## src/mode_reg_pkg.sv

```systemverilog
// constants and types for the graphics dram mode register block
package mode_reg_pkg;
  localparam int ADDR_W            = 12;
  localparam int BANK_W            = 2;
  localparam int COL_W             = 8;
  localparam int BL_LO             = 0;
  localparam int BL_HI             = 1;
  localparam int RD_LO_BIT         = 2;
  localparam int BURST_ORDER_BIT   = 3;
  localparam int RD_HI_LO          = 4;
  localparam int RD_HI_HI          = 6;
  localparam int TEST_BIT          = 7;
  localparam int DLL_RST_BIT       = 8;
  localparam int WR_LO             = 9;
  localparam int WR_HI             = 11;
  localparam logic [BANK_W-1:0] MAIN_BANK  = 2'h0;
  localparam logic [1:0]        BL4_CODE   = 2'h2;
  localparam logic [1:0]        BL8_CODE   = 2'h3;
  localparam logic              SEQ_CODE   = 1'h0;
  localparam logic [3:0]        RD_MIN     = 4'h4;
  localparam logic [2:0]        WR_MIN     = 3'h1;
  localparam logic [2:0]        WR_RX_ON   = 3'h3;
  localparam int DLL_LOCK_CYC      = 20000;
  localparam int PD_BLOCK_CYC      = 10;
  localparam int CAL_TIME_NS       = 20000;
  localparam int CLK_PERIOD_NS     = 50;
  localparam int CAL_CYC           = CAL_TIME_NS / CLK_PERIOD_NS;
  typedef enum logic [1:0] {BURST_NONE, BURST_4, BURST_8} burst_t;
endpackage

```

## src/mode_beat_if.sv

```systemverilog
// interface carrying burst beat requests and column answers
`timescale 1ns/100ps
interface mode_beat_if;
  import mode_reg_pkg::*;
  logic             start;
  logic [COL_W-1:0] col;
  burst_t           burst;
  logic             busy;
  logic [COL_W-1:0] beat_col;
  logic             beat_vld;
  modport seq (input start, col, burst, output busy, beat_col, beat_vld);
  modport ctl (output start, col, burst, input busy, beat_col, beat_vld);
endinterface

```

## src/burst_seq.sv

```systemverilog
// sequential column walker wrapping within the burst block
`timescale 1ns/100ps
module burst_seq (
  input  wire logic  clk_i,
  input  wire logic  rst_b_i,
  mode_beat_if.seq   bt
);
  import mode_reg_pkg::*;
  logic [COL_W-1:0] col_r;
  logic [COL_W-1:0] col_nxt;
  logic [2:0]       left_r;
  logic             vld_r;
  wire              is8   = (bt.burst == BURST_8);
  wire [2:0]        lowm  = is8 ? 3'h7 : 3'h3;
  wire [2:0]        low_inc = (col_r[2:0] + 3'h1) & lowm;
  assign col_nxt = {col_r[COL_W-1:3], (col_r[2:0] & ~lowm) | low_inc};
  assign bt.busy     = (left_r != 3'h0);
  assign bt.beat_col = col_r;
  assign bt.beat_vld = vld_r;
  always_ff @(posedge clk_i or negedge rst_b_i) begin
    if (!rst_b_i) begin
      col_r  <= '0;
      left_r <= 3'h0;
      vld_r  <= 1'b0;
    end else if (bt.start && bt.burst != BURST_NONE) begin
      col_r  <= is8 ? bt.col : {bt.col[COL_W-1:2], 2'h0};
      left_r <= is8 ? 3'h7 : 3'h3;
      vld_r  <= 1'b1;
    end else if (left_r != 3'h0) begin
      col_r  <= col_nxt;
      left_r <= left_r - 3'h1;
      vld_r  <= 1'b1;
    end else begin
      vld_r  <= 1'b0;
    end
  end
endmodule

```

## src/mode_reg_top.sv

```systemverilog
// mode register capture, decode and apb view for the graphics dram
`timescale 1ns/100ps
module mode_reg_top #(
  parameter int LOCK_CYC = mode_reg_pkg::DLL_LOCK_CYC,
  parameter int CAL_WAIT = mode_reg_pkg::CAL_CYC
) (
  input  wire logic                           CLK_SYS_I,
  input  wire logic                           RST_B_I,
  input  wire logic                           CKE_I,
  input  wire logic                           CS_B_I,
  input  wire logic                           ROW_B_I,
  input  wire logic                           COL_B_I,
  input  wire logic                           WE_B_I,
  input  wire logic [mode_reg_pkg::ADDR_W-1:0] ADDR_I,
  input  wire logic [mode_reg_pkg::BANK_W-1:0] BANK_I,
  input  wire logic                           PSEL_I,
  input  wire logic                           PENABLE_I,
  input  wire logic                           PWRITE_I,
  input  wire logic [7:0]                     PADDR_I,
  input  wire logic [31:0]                    PWDATA_I,
  output logic      [31:0]                    PRDATA_O,
  output logic                                PREADY_O,
  output logic                                PSLVERR_O,
  output logic [mode_reg_pkg::COL_W-1:0]      BEAT_COL_O,
  output logic                                BEAT_VLD_O,
  output logic                                RD_DATA_VLD_O,
  output logic                                WR_DATA_TAKE_O,
  output logic                                RX_EN_O,
  output logic                                TEST_MODE_O,
  output logic                                DLL_LOCKED_O,
  output logic                                IMP_UPDATE_O,
  output logic                                CAL_DONE_O
);
  import mode_reg_pkg::*;
  localparam logic [7:0] MODE_OFS   = 8'h00;
  localparam logic [7:0] STATUS_OFS = 8'h04;
  localparam logic [7:0] CTRL_OFS   = 8'h08;
  localparam int CW = 16;

  ////////////////////////////////////////////////////////////////////////////
  // command decode
  logic [ADDR_W-1:0] mode_r;
  logic              sim_en_r;
  wire cmd_sel   = CKE_I && !CS_B_I;
  wire mode_cmd  = cmd_sel && !ROW_B_I && !COL_B_I && !WE_B_I;
  wire mode_wr   = mode_cmd && (BANK_I == MAIN_BANK);
  wire ext_wr    = mode_cmd && (BANK_I != MAIN_BANK);
  wire rd_cmd    = cmd_sel && ROW_B_I && !COL_B_I && WE_B_I;
  wire wr_cmd    = cmd_sel && ROW_B_I && !COL_B_I && !WE_B_I;
  wire ref_cmd   = cmd_sel && !ROW_B_I && !COL_B_I && WE_B_I;
  wire nop_cmd   = cmd_sel && ROW_B_I && COL_B_I && WE_B_I;
  wire pd_cmd    = !CKE_I;

  ////////////////////////////////////////////////////////////////////////////
  // field decode
  wire [1:0] bl_code = mode_r[BL_HI:BL_LO];
  wire [3:0] rd_dly  = {mode_r[RD_HI_HI:RD_HI_LO], mode_r[RD_LO_BIT]};
  wire [2:0] wr_dly  = mode_r[WR_HI:WR_LO];
  wire       seq_ok  = (mode_r[BURST_ORDER_BIT] == SEQ_CODE);
  wire       bl_ok   = (bl_code == BL4_CODE) || (bl_code == BL8_CODE);
  wire       rd_ok   = (rd_dly >= RD_MIN);
  wire       wr_ok   = (wr_dly >= WR_MIN);
  wire       cfg_ok  = seq_ok && bl_ok && rd_ok && wr_ok;
  burst_t    burst_sel;
  assign burst_sel = !cfg_ok ? BURST_NONE :
                     (bl_code == BL8_CODE) ? BURST_8 : BURST_4;

  ////////////////////////////////////////////////////////////////////////////
  // apb decode
  wire apb_acc  = PSEL_I && PENABLE_I;
  wire apb_wr   = apb_acc && PWRITE_I;
  wire hit_mode = (PADDR_I == MODE_OFS);
  wire hit_stat = (PADDR_I == STATUS_OFS);
  wire hit_ctrl = (PADDR_I == CTRL_OFS);
  wire bad_addr = !(hit_mode || hit_stat || hit_ctrl);
  wire sw_load  = apb_wr && hit_ctrl && PWDATA_I[1];
  wire sw_mode  = sim_en_r && sw_load;
  wire load     = mode_wr || sw_mode;
  wire [ADDR_W-1:0] load_val = mode_wr ? ADDR_I : PWDATA_I[ADDR_W+15:16];

  ////////////////////////////////////////////////////////////////////////////
  // dll reset and lock
  logic [CW-1:0] lock_cnt_r;
  logic [3:0]    pd_cnt_r;
  logic          pd_viol_r;
  logic          ext_seen_r;
  wire dll_start = load && load_val[DLL_RST_BIT];
  wire lock_done = (lock_cnt_r == CW'(1));
  wire [ADDR_W-1:0] mode_nxt = load ? load_val :
                    (lock_done ? (mode_r & ~(ADDR_W'(1) << DLL_RST_BIT))
                               : mode_r);

  always_ff @(posedge CLK_SYS_I or negedge RST_B_I) begin
    if (!RST_B_I) begin
      mode_r     <= '0;
      lock_cnt_r <= '0;
      ext_seen_r <= 1'b0;
    end else begin
      mode_r     <= mode_nxt;
      ext_seen_r <= ext_seen_r || ext_wr;
      if (dll_start)
        lock_cnt_r <= CW'(LOCK_CYC);
      else if (lock_cnt_r != '0)
        lock_cnt_r <= lock_cnt_r - CW'(1);
    end
  end

  always_ff @(posedge CLK_SYS_I or negedge RST_B_I) begin
    if (!RST_B_I) begin
      pd_cnt_r  <= '0;
      pd_viol_r <= 1'b0;
    end else begin
      if (dll_start)
        pd_cnt_r <= 4'(PD_BLOCK_CYC);
      else if (pd_cnt_r != '0)
        pd_cnt_r <= pd_cnt_r - 4'h1;
      if (pd_cnt_r != '0 && pd_cmd)
        pd_viol_r <= 1'b1;
      else if (apb_wr && hit_ctrl && PWDATA_I[2])
        pd_viol_r <= 1'b0;
    end
  end

  ////////////////////////////////////////////////////////////////////////////
  // read and write latency pipes
  logic [15:0] rd_pipe_r;
  logic [7:0]  wr_pipe_r;
  wire  [15:0] rd_tap = 16'h1 << rd_dly;
  wire  [7:0]  wr_tap = 8'h1 << wr_dly;
  wire rd_go = rd_cmd && cfg_ok;
  wire wr_go = wr_cmd && cfg_ok;
  always_ff @(posedge CLK_SYS_I or negedge RST_B_I) begin
    if (!RST_B_I) begin
      rd_pipe_r <= '0;
      wr_pipe_r <= '0;
    end else begin
      rd_pipe_r <= {rd_pipe_r[14:0], rd_go};
      wr_pipe_r <= {wr_pipe_r[6:0], wr_go};
    end
  end
  // output flop adds one, so tap at delay minus one
  wire rd_first = |((rd_pipe_r << 1) & rd_tap);
  wire wr_first = |((wr_pipe_r << 1) & wr_tap);
  wire rd_busy  = |rd_pipe_r;
  wire wr_busy  = |wr_pipe_r;
  wire rx_on    = (wr_dly <= WR_RX_ON) || wr_go || wr_busy;

  ////////////////////////////////////////////////////////////////////////////
  // burst column walker
  mode_beat_if bt ();
  assign bt.start = rd_go || wr_go;
  assign bt.col   = ADDR_I[COL_W-1:0];
  assign bt.burst = burst_sel;
  burst_seq u_seq (
    .clk_i   (CLK_SYS_I),
    .rst_b_i (RST_B_I),
    .bt      (bt)
  );

  ////////////////////////////////////////////////////////////////////////////
  // impedance calibration
  logic [CW-1:0] cal_cnt_r;
  wire cal_done = (cal_cnt_r == CW'(CAL_WAIT));
  wire imp_upd  = ref_cmd || (nop_cmd && !rd_busy);
  always_ff @(posedge CLK_SYS_I or negedge RST_B_I) begin
    if (!RST_B_I)
      cal_cnt_r <= '0;
    else if (!cal_done)
      cal_cnt_r <= cal_cnt_r + CW'(1);
  end

  ////////////////////////////////////////////////////////////////////////////
  // output and apb registers
  wire [31:0] status_w = {24'h0, pd_viol_r, ext_seen_r, cfg_ok,
                          cal_done, bt.busy, lock_cnt_r != '0,
                          mode_r[TEST_BIT], mode_r[DLL_RST_BIT]};
  wire [31:0] rdata_w = hit_mode ? {{(32-ADDR_W){1'b0}}, mode_r} :
                        hit_stat ? status_w :
                        hit_ctrl ? {31'h0, sim_en_r} : 32'h0;

  always_ff @(posedge CLK_SYS_I or negedge RST_B_I) begin
    if (!RST_B_I) begin
      sim_en_r       <= 1'b0;
      PRDATA_O       <= 32'h0;
      PREADY_O       <= 1'b0;
      PSLVERR_O      <= 1'b0;
      BEAT_COL_O     <= '0;
      BEAT_VLD_O     <= 1'b0;
      RD_DATA_VLD_O  <= 1'b0;
      WR_DATA_TAKE_O <= 1'b0;
      RX_EN_O        <= 1'b0;
      TEST_MODE_O    <= 1'b0;
      DLL_LOCKED_O   <= 1'b0;
      IMP_UPDATE_O   <= 1'b0;
      CAL_DONE_O     <= 1'b0;
    end else begin
      if (apb_wr && hit_ctrl)
        sim_en_r <= PWDATA_I[0];
      PREADY_O       <= PSEL_I && !PENABLE_I;
      PRDATA_O       <= rdata_w;
      PSLVERR_O      <= PSEL_I && !PENABLE_I && bad_addr;
      BEAT_COL_O     <= bt.beat_col;
      BEAT_VLD_O     <= bt.beat_vld;
      RD_DATA_VLD_O  <= rd_first;
      WR_DATA_TAKE_O <= wr_first;
      RX_EN_O        <= rx_on;
      TEST_MODE_O    <= mode_r[TEST_BIT];
      DLL_LOCKED_O   <= (lock_cnt_r == '0);
      IMP_UPDATE_O   <= imp_upd;
      CAL_DONE_O     <= cal_done;
    end
  end
endmodule

```

## config.mk

```make
export PLATFORM = sky130hd
export DESIGN_NAME = mode_reg_top
export DESIGN_NICKNAME = d
export VERILOG_FILES = /design/src/mode_reg_pkg.sv /design/src/mode_beat_if.sv /design/src/burst_seq.sv /design/src/mode_reg_top.sv
export SDC_FILE = /design/constraint.sdc
export NUM_CORES = 1
export LEC_CHECK = 0
export BUFFER_PORTS_ARGS = -buffer_cell sky130_fd_sc_hd__buf_2
export CAP_MARGIN = 15
export CORE_AREA = 5 5 136 138
export DETAILED_ROUTE_END_ITERATION = 12
export DIE_AREA = 0 0 141 143
export PLACE_DENSITY = 0.53
export SYNTH_ARGS = -nofsm -noshare
export SYNTH_HDL_FRONTEND = slang
export SYNTH_SLANG_ARGS = --single-unit
```

## constraint.sdc

```tcl
create_clock -name CLK_SYS_I -period 2.3 [get_ports CLK_SYS_I]
set_input_delay 0.46 -clock CLK_SYS_I [delete_from_list [all_inputs] [get_ports CLK_SYS_I]]
set_output_delay 0.46 -clock CLK_SYS_I [all_outputs]
set_load 0.01 [all_outputs]
```

### Yosys cells after proc, flatten, opt, wreduce, memory -nomap -nowiden

Cells that the tools add are included.

| word-level totals | value |
|---|---|
| bits in registers | 117 |
| bits of input ports | 64 |
| output and inout port bits | 50 |
| word-level logic and storage cells | 136 |

| cells by class | value |
|---|---|
| add/sub/neg operators | 5 |
| $lt $le $gt $ge | 3 |
| eq/ne operators | 7 |
| shift-type cells | 2 |
| muxes and demuxes | 22 |
| bitwise logic cells | 7 |
| reduce and logical (&&, ||, !) cells | 64 |

Operators with widths:

| kind | count |
|---|---|
| 12-bit 2-to-1 mux | 3 |
| 16-bit 2-to-1 mux | 2 |
| 16-bit OR reduction | 2 |
| 1-bit logical AND | 30 |
| 16-bit by 1-bit adder with 16-bit output, second input constant | 1 |
| 16-bit bitwise AND | 1 |
| 16-bit by 1-bit equality test with 1-bit output, second input constant | 1 |
| 16-bit by 9-bit equality test with 1-bit output, second input constant | 1 |
| 16-bit logical NOT | 1 |
| 8-bit 2-to-1 mux | 2 |
| 16-bit nonzero test | 1 |
| 8-bit OR reduction | 2 |
| 1-bit by 4-bit << shifter with 16-bit output, first input constant | 1 |
| 16-bit by 1-bit subtractor with 16-bit output, second input constant | 1 |
| 2-bit nonzero test | 7 |
| 3-bit 2-to-1 mux | 4 |
| 1-bit logical OR | 9 |
| 9-bit 2-to-1 mux | 1 |
| 8-bit bitwise AND | 1 |
| 8-bit by 3-bit equality test with 1-bit output, second input constant | 1 |
| 8-bit by 4-bit equality test with 1-bit output, second input constant | 1 |
| 1-bit logical NOT | 8 |
| 8-bit logical NOT | 1 |
| 4-bit 2-to-1 mux | 2 |
| 17 further kinds | 26 |

### Longest topological paths before layout

| depth | value |
|---|---|
| depth in word-level cells | 13 |
| gate-level depth with buffers | 8 |
| gate-level depth less buffers | 7 |

### Hierarchy

A second synthesis with hierarchy kept.

| unflattened totals | value |
|---|---|
| cells, all modules | 455 |
| area, all modules | 5280.1 µm² |

Modules (own cells, without submodules):

| module | times used | cells each | area an instance (µm²) | seq. area each (µm²) |
|---|---|---|---|---|
| mode_reg_top | 1 | 397 | 4712.0 | 2627.5 |
| burst_seq | 1 | 58 | 568.0 | 300.3 |

### Least setup slack after synthesis

OpenSTA, ideal clock, no wires.

| path | value |
|---|---|
| path kind | in2reg |
| start | input port CS_B_I |
| end | register lock_cnt_r[5] |
| setup time | 126 ps |
| data arrival time | 2024 ps |
| data required time | 2174 ps |
| path slack | 150 ps |
| cell stages on the path | 6 |
| buffers on the path | 1 |
| cells stage by stage | or4b_4 > nand3b_4 > mux2_4 > and2_1 > buf_2 > a311o_1 |

| on the way | value |
|---|---|
| cells in the longest elaborated chain, start to end | 9 |
| elaborated cells on any way between the ends | 11 |
| those cells by class | 2 x mux; 9 x reduce/logical |

RTL lines:

| what | line | source |
|---|---|---|
| from (decl) | mode_reg_top.sv:10 | `input wire logic CS_B_I,` |
| 1-bit logical NOT (*) | mode_reg_top.sv:44 | `wire cmd_sel = CKE_I && !CS_B_I;` |
| 1-bit logical AND (*) | mode_reg_top.sv:44 |  |
| 1-bit logical AND (*) (3 in a row) | mode_reg_top.sv:45 | `wire mode_cmd = cmd_sel && !ROW_B_I && !COL_B_I && !WE_B_I;` |
| 1-bit logical AND (*) | mode_reg_top.sv:46 | `wire mode_wr = mode_cmd && (BANK_I == MAIN_BANK);` |
| 12-bit 2-to-1 mux / 1-bit logical OR (equally long branches) | mode_reg_top.sv:79, mode_reg_top.sv:78 |  |
| 1-bit logical AND (*) | mode_reg_top.sv:87 | `wire dll_start = load && load_val[DLL_RST_BIT];` |
| 16-bit 2-to-1 mux / 2-bit nonzero test (equally long branches) | n/a |  |
| to (signal assigned) | mode_reg_top.sv:102 | `lock_cnt_r <= CW'(LOCK_CYC);` |
| to (signal assigned) | mode_reg_top.sv:104 | `lock_cnt_r <= lock_cnt_r - CW'(1);` |
| to (decl) | mode_reg_top.sv:83 | `logic [CW-1:0] lock_cnt_r;` |

Mark *: on every way between the ends. The rest lies on a longest branch, timed or not.
A chain may end at the register's enable or synchronous reset.

### Worst setup path after layout

| path | value |
|---|---|
| start | register lock_cnt_r[0] |
| end | register lock_cnt_r[5] |

| on the way | value |
|---|---|
| cells in the longest elaborated chain, start to end | 3 |
| elaborated cells on any way between the ends | 5 |
| those cells by class | 1 x add/sub; 2 x mux; 2 x reduce/logical |

RTL lines:

| what | line | source |
|---|---|---|
| 16-bit by 1-bit subtractor with 16-bit output | mode_reg_top.sv:104 |  |
| 16-bit 2-to-1 mux | mode_reg_top.sv:103 | `else if (lock_cnt_r != '0)` |
| 16-bit 2-to-1 mux | mode_reg_top.sv:101 | `if (dll_start)` |

Several ways; a longest one is shown, not always the timed one. The select of a mux whose other input is x is not followed.

==> flow_summary.json <==
{
  "num_vias": 3520,
  "p_per_area_mw_per_mm2": 1020,
  "yosys.area.top_type_share": 0.585,
  "synth_area_leaders": "dfrtp_1 (59%), xnor2_1 (3.3%), nor2_1 (3.3%)",
  "place_ws_ns": -0.0525,
  "final_nets": 608,
  "peakVddDrop_uv": 581,
  "die-area_mm2": 0.0202,
  "die_y_um": 143,
  "worst-path-max-fanout": 7,
  "synthMostInstantiatedCell": "dfrtp_1",
  "diodes": 0,
  "required_ns": 2.59,
  "grt_usage": 0.121,
  "status": "finished, final reports clean",
  "setup_viol_count_final": 0,
  "relSlewSlack": 0.644,
  "postSynth.asyncResetShare": 1.00,
  "leakagePower_nw": 3.14,
  "cp.arrival_ns": 2.31,
  "placed_cell_area_mm2": 0.00572,
  "cts_root_buf": "clkbuf_16",
  "r2r_slack_ns": 0.28,
  "ant_nets": 0,
  "worst_pin_slew_ns": 0.529,
  "grt_max_degree": 43,
  "fin_area_mm2": 0.00639,
  "dr.pass1.iters": 4,
  "critPathLaunchType": "register",
  "die_w_um": 141,
  "viasPerCell": 4.55,
  "antenna_found_initial": 1,
  "place.gp.congestion": 0.798,
  "drv_slew": 0,
  "hold_path.class": "input pin to asynchronous set/reset pin",
  "syn_inst": 432,
  "netlist_area_mm2": 0.00500,
  "clk_pin_slew_ns": 0.06,
  "yosys_warnings": 0,
  "area_growth_pct": 27.6,
  "reg2reg_from": "lock_cnt_r[0]",
  "ys_top_cells_by_count": "dfrtp_1 (117), nor2_1 (44), nand2_1 (29)",
  "start_util": 0.293,
  "rsz0062_at_grt": "no",
  "r2r_cells": 7,
  "first_iter_violations": 228,
  "dpl.hpwl_um": 8350,
  "grt_pass1_vias": 3757,
  "cts_tree": "yes",
  "final_cells": 773,
  "cts.repair.resized": 0,
  "synth_top_area_cell": "dfrtp_1",
  "cts_made_buffers": 17,
  "hold_viol": 0,
  "crit_path_end_kind": "register",
  "min_period_ns": 2.02,
  "finClkSkew_ns": 0.0115,
  "synth.distinct_cells": 48,
  "post_cts_buffers": 0,
  "avgSynthCellArea_um2": 11.6,
  "remaining_drc_errors": 0,
  "synth.yosys.seq_area_share": 0.585,
  "postCtsHoldBufs": 0,
  "num_rows": 48,
  "io_buffers": 76,
  "fmax_mhz": 496,
  "layout-drive-gt1-share": 0.272,
  "setup_ws_ns": 0.284,
  "cts_buffer_depth": 2,
  "coreArea_mm2": 0.0171,
  "grt_pass1_wl_um": 19100,
  "ys_ff_latch": 117,
  "criticalPathCategory": "register to register",
  "cts_max_level": 4,
  "cap_viol_max_count": 0,
  "routed_wl_um": 11500,
  "overflow": 0,
  "routedWlPerCell_um": 14.9,
  "dp_cells": 741,
  "io-pin-count": 114,
  "clk_latency_ns": 0.41,
  "fin_crit_sh": 0.876,
  "synth_edf_count": 0,
  "numClockSinks": 117,
  "synth_top_flop_cell": "dfrtp_1",
  "r2r_end": "lock_cnt_r[5]"
}
-- per-stage QoR --
stage	hold slack (ns)	utilization	TNS, ns	total power [mW]
final	0.0191	0.374	0	6.53
after global routing	0.0494	0.374	0	6.86
after CTS	0.0289	0.374	0	6.61
after detailed placement	0.336	0.335	-0.141	3.59
after global placement	0.345	0.335	-0.0363	3.54
after floorplan	0.164	-	0	3.24
-- cells in the final DEF, fill, tap and decap left out, drive strengths merged, types with 2 or more instances in the layout --
cell / n
nand3: 11
o211ai: 3
mux2: 10
a22o: 7
dfrtp: 117
bufinv: 6
nand3b: 5
or3: 8
buf: 95
mux2i: 14
o21ai: 11
clkbuf: 18
conb: 20
clkinv: 5
clkinvlp: 3
nor4: 8
nor2b: 3
a21oi: 23
nand2b: 3
nand2: 29
a211o: 2
xor2: 8
and3: 5
and2: 5
nor4b: 4
or4b: 3
mux4: 4
ha: 9
a211oi: 2
nor3: 12
xnor2: 19
inv: 14
a31oi: 3
nor2: 44
nand4: 8
-- registers in the layout, summed over array words and instances, names as in the netlist, named ones only --
name               count
DLL_LOCKED_O           1
u_seq.bt.beat_vld      1
sim_en_r               1
PSLVERR_O              1
CAL_DONE_O             1
pd_cnt_r               4
u_seq.left_r           3
wr_pipe_r              8
pd_viol_r              1
ext_seen_r             1
TEST_MODE_O            1
mode_r                12
lock_cnt_r            16
WR_DATA_TAKE_O         1
IMP_UPDATE_O           1
u_seq.bt.beat_col      7
PREADY_O               1
cal_cnt_r             16
BEAT_VLD_O             1
PRDATA_O              12
rd_pipe_r             16
RX_EN_O                1
RD_DATA_VLD_O          1
BEAT_COL_O             8
-- worst max path at each step --
| stage | endpoint | startpoint | cells after the start | slack, ns |
|---|---|---|---|---|
| after global routing | lock_cnt_r[5] | lock_cnt_r[0] | 7 | 0.16 |
| after CTS | lock_cnt_r[5] | lock_cnt_r[0] | 7 | 0.26 |
| after global placement | lock_cnt_r[5] | CS_B_I | 7 | -0.04 |
| after floorplan | lock_cnt_r[5] | CS_B_I | 6 | 0.15 |
| after detailed placement | pd_cnt_r[1] | CS_B_I | 8 | -0.05 |
| final | lock_cnt_r[5] | lock_cnt_r[0] | 7 | 0.28 |
-- critical path, cell delays in order, from the launching register on --
cell and delay [ns]:
dfrtp_1 0.39, inv_1 0.10, ha_1 0.21, and3_1 0.23, nand2_1 0.21, inv_1 0.15, o31a_1 0.30, a311o_1 0.31
-- routing by layer --
layer  track usage  part of all wire
met5             0           0.00061
met4        0.0622             0.032
met3        0.0355             0.045
met2         0.191              0.48
met1         0.150              0.44
-- cell type report --
cell class              count  area, um^2
fillers                  1714       10700
multi-input cells         290        1900
repair buffers             95         551
flip-flops and latches    117        2930
well taps                 225         282
clock inverters            14         231
clock buffers              18         439
inverters                  14        52.6
-- cell families after synthesis --
kind of cell | after synthesis | synth area share
other cells | 1 | 0.000749
xor+xnor | 27 | 0.0473
fa+ha+maj | 9 | 0.0225
buf+inv | 44 | 0.0497
compound gates | 55 | 0.0685
simple gates | 151 | 0.157
mux | 28 | 0.0692
flops | 117 | 0.585
-- power breakdown --
| part | total (mW) | switching [mW] | leakage [nW] | internal [mW] |
|---|---|---|---|---|
| Combinational | 0.962 | 0.510 | 1.32 | 0.452 |
| Sequential | 2.59 | 0.240 | 1.50 | 2.35 |
| Clock | 2.98 | 0.929 | 0.322 | 2.05 |
Power figures use the tool's default switching activity.
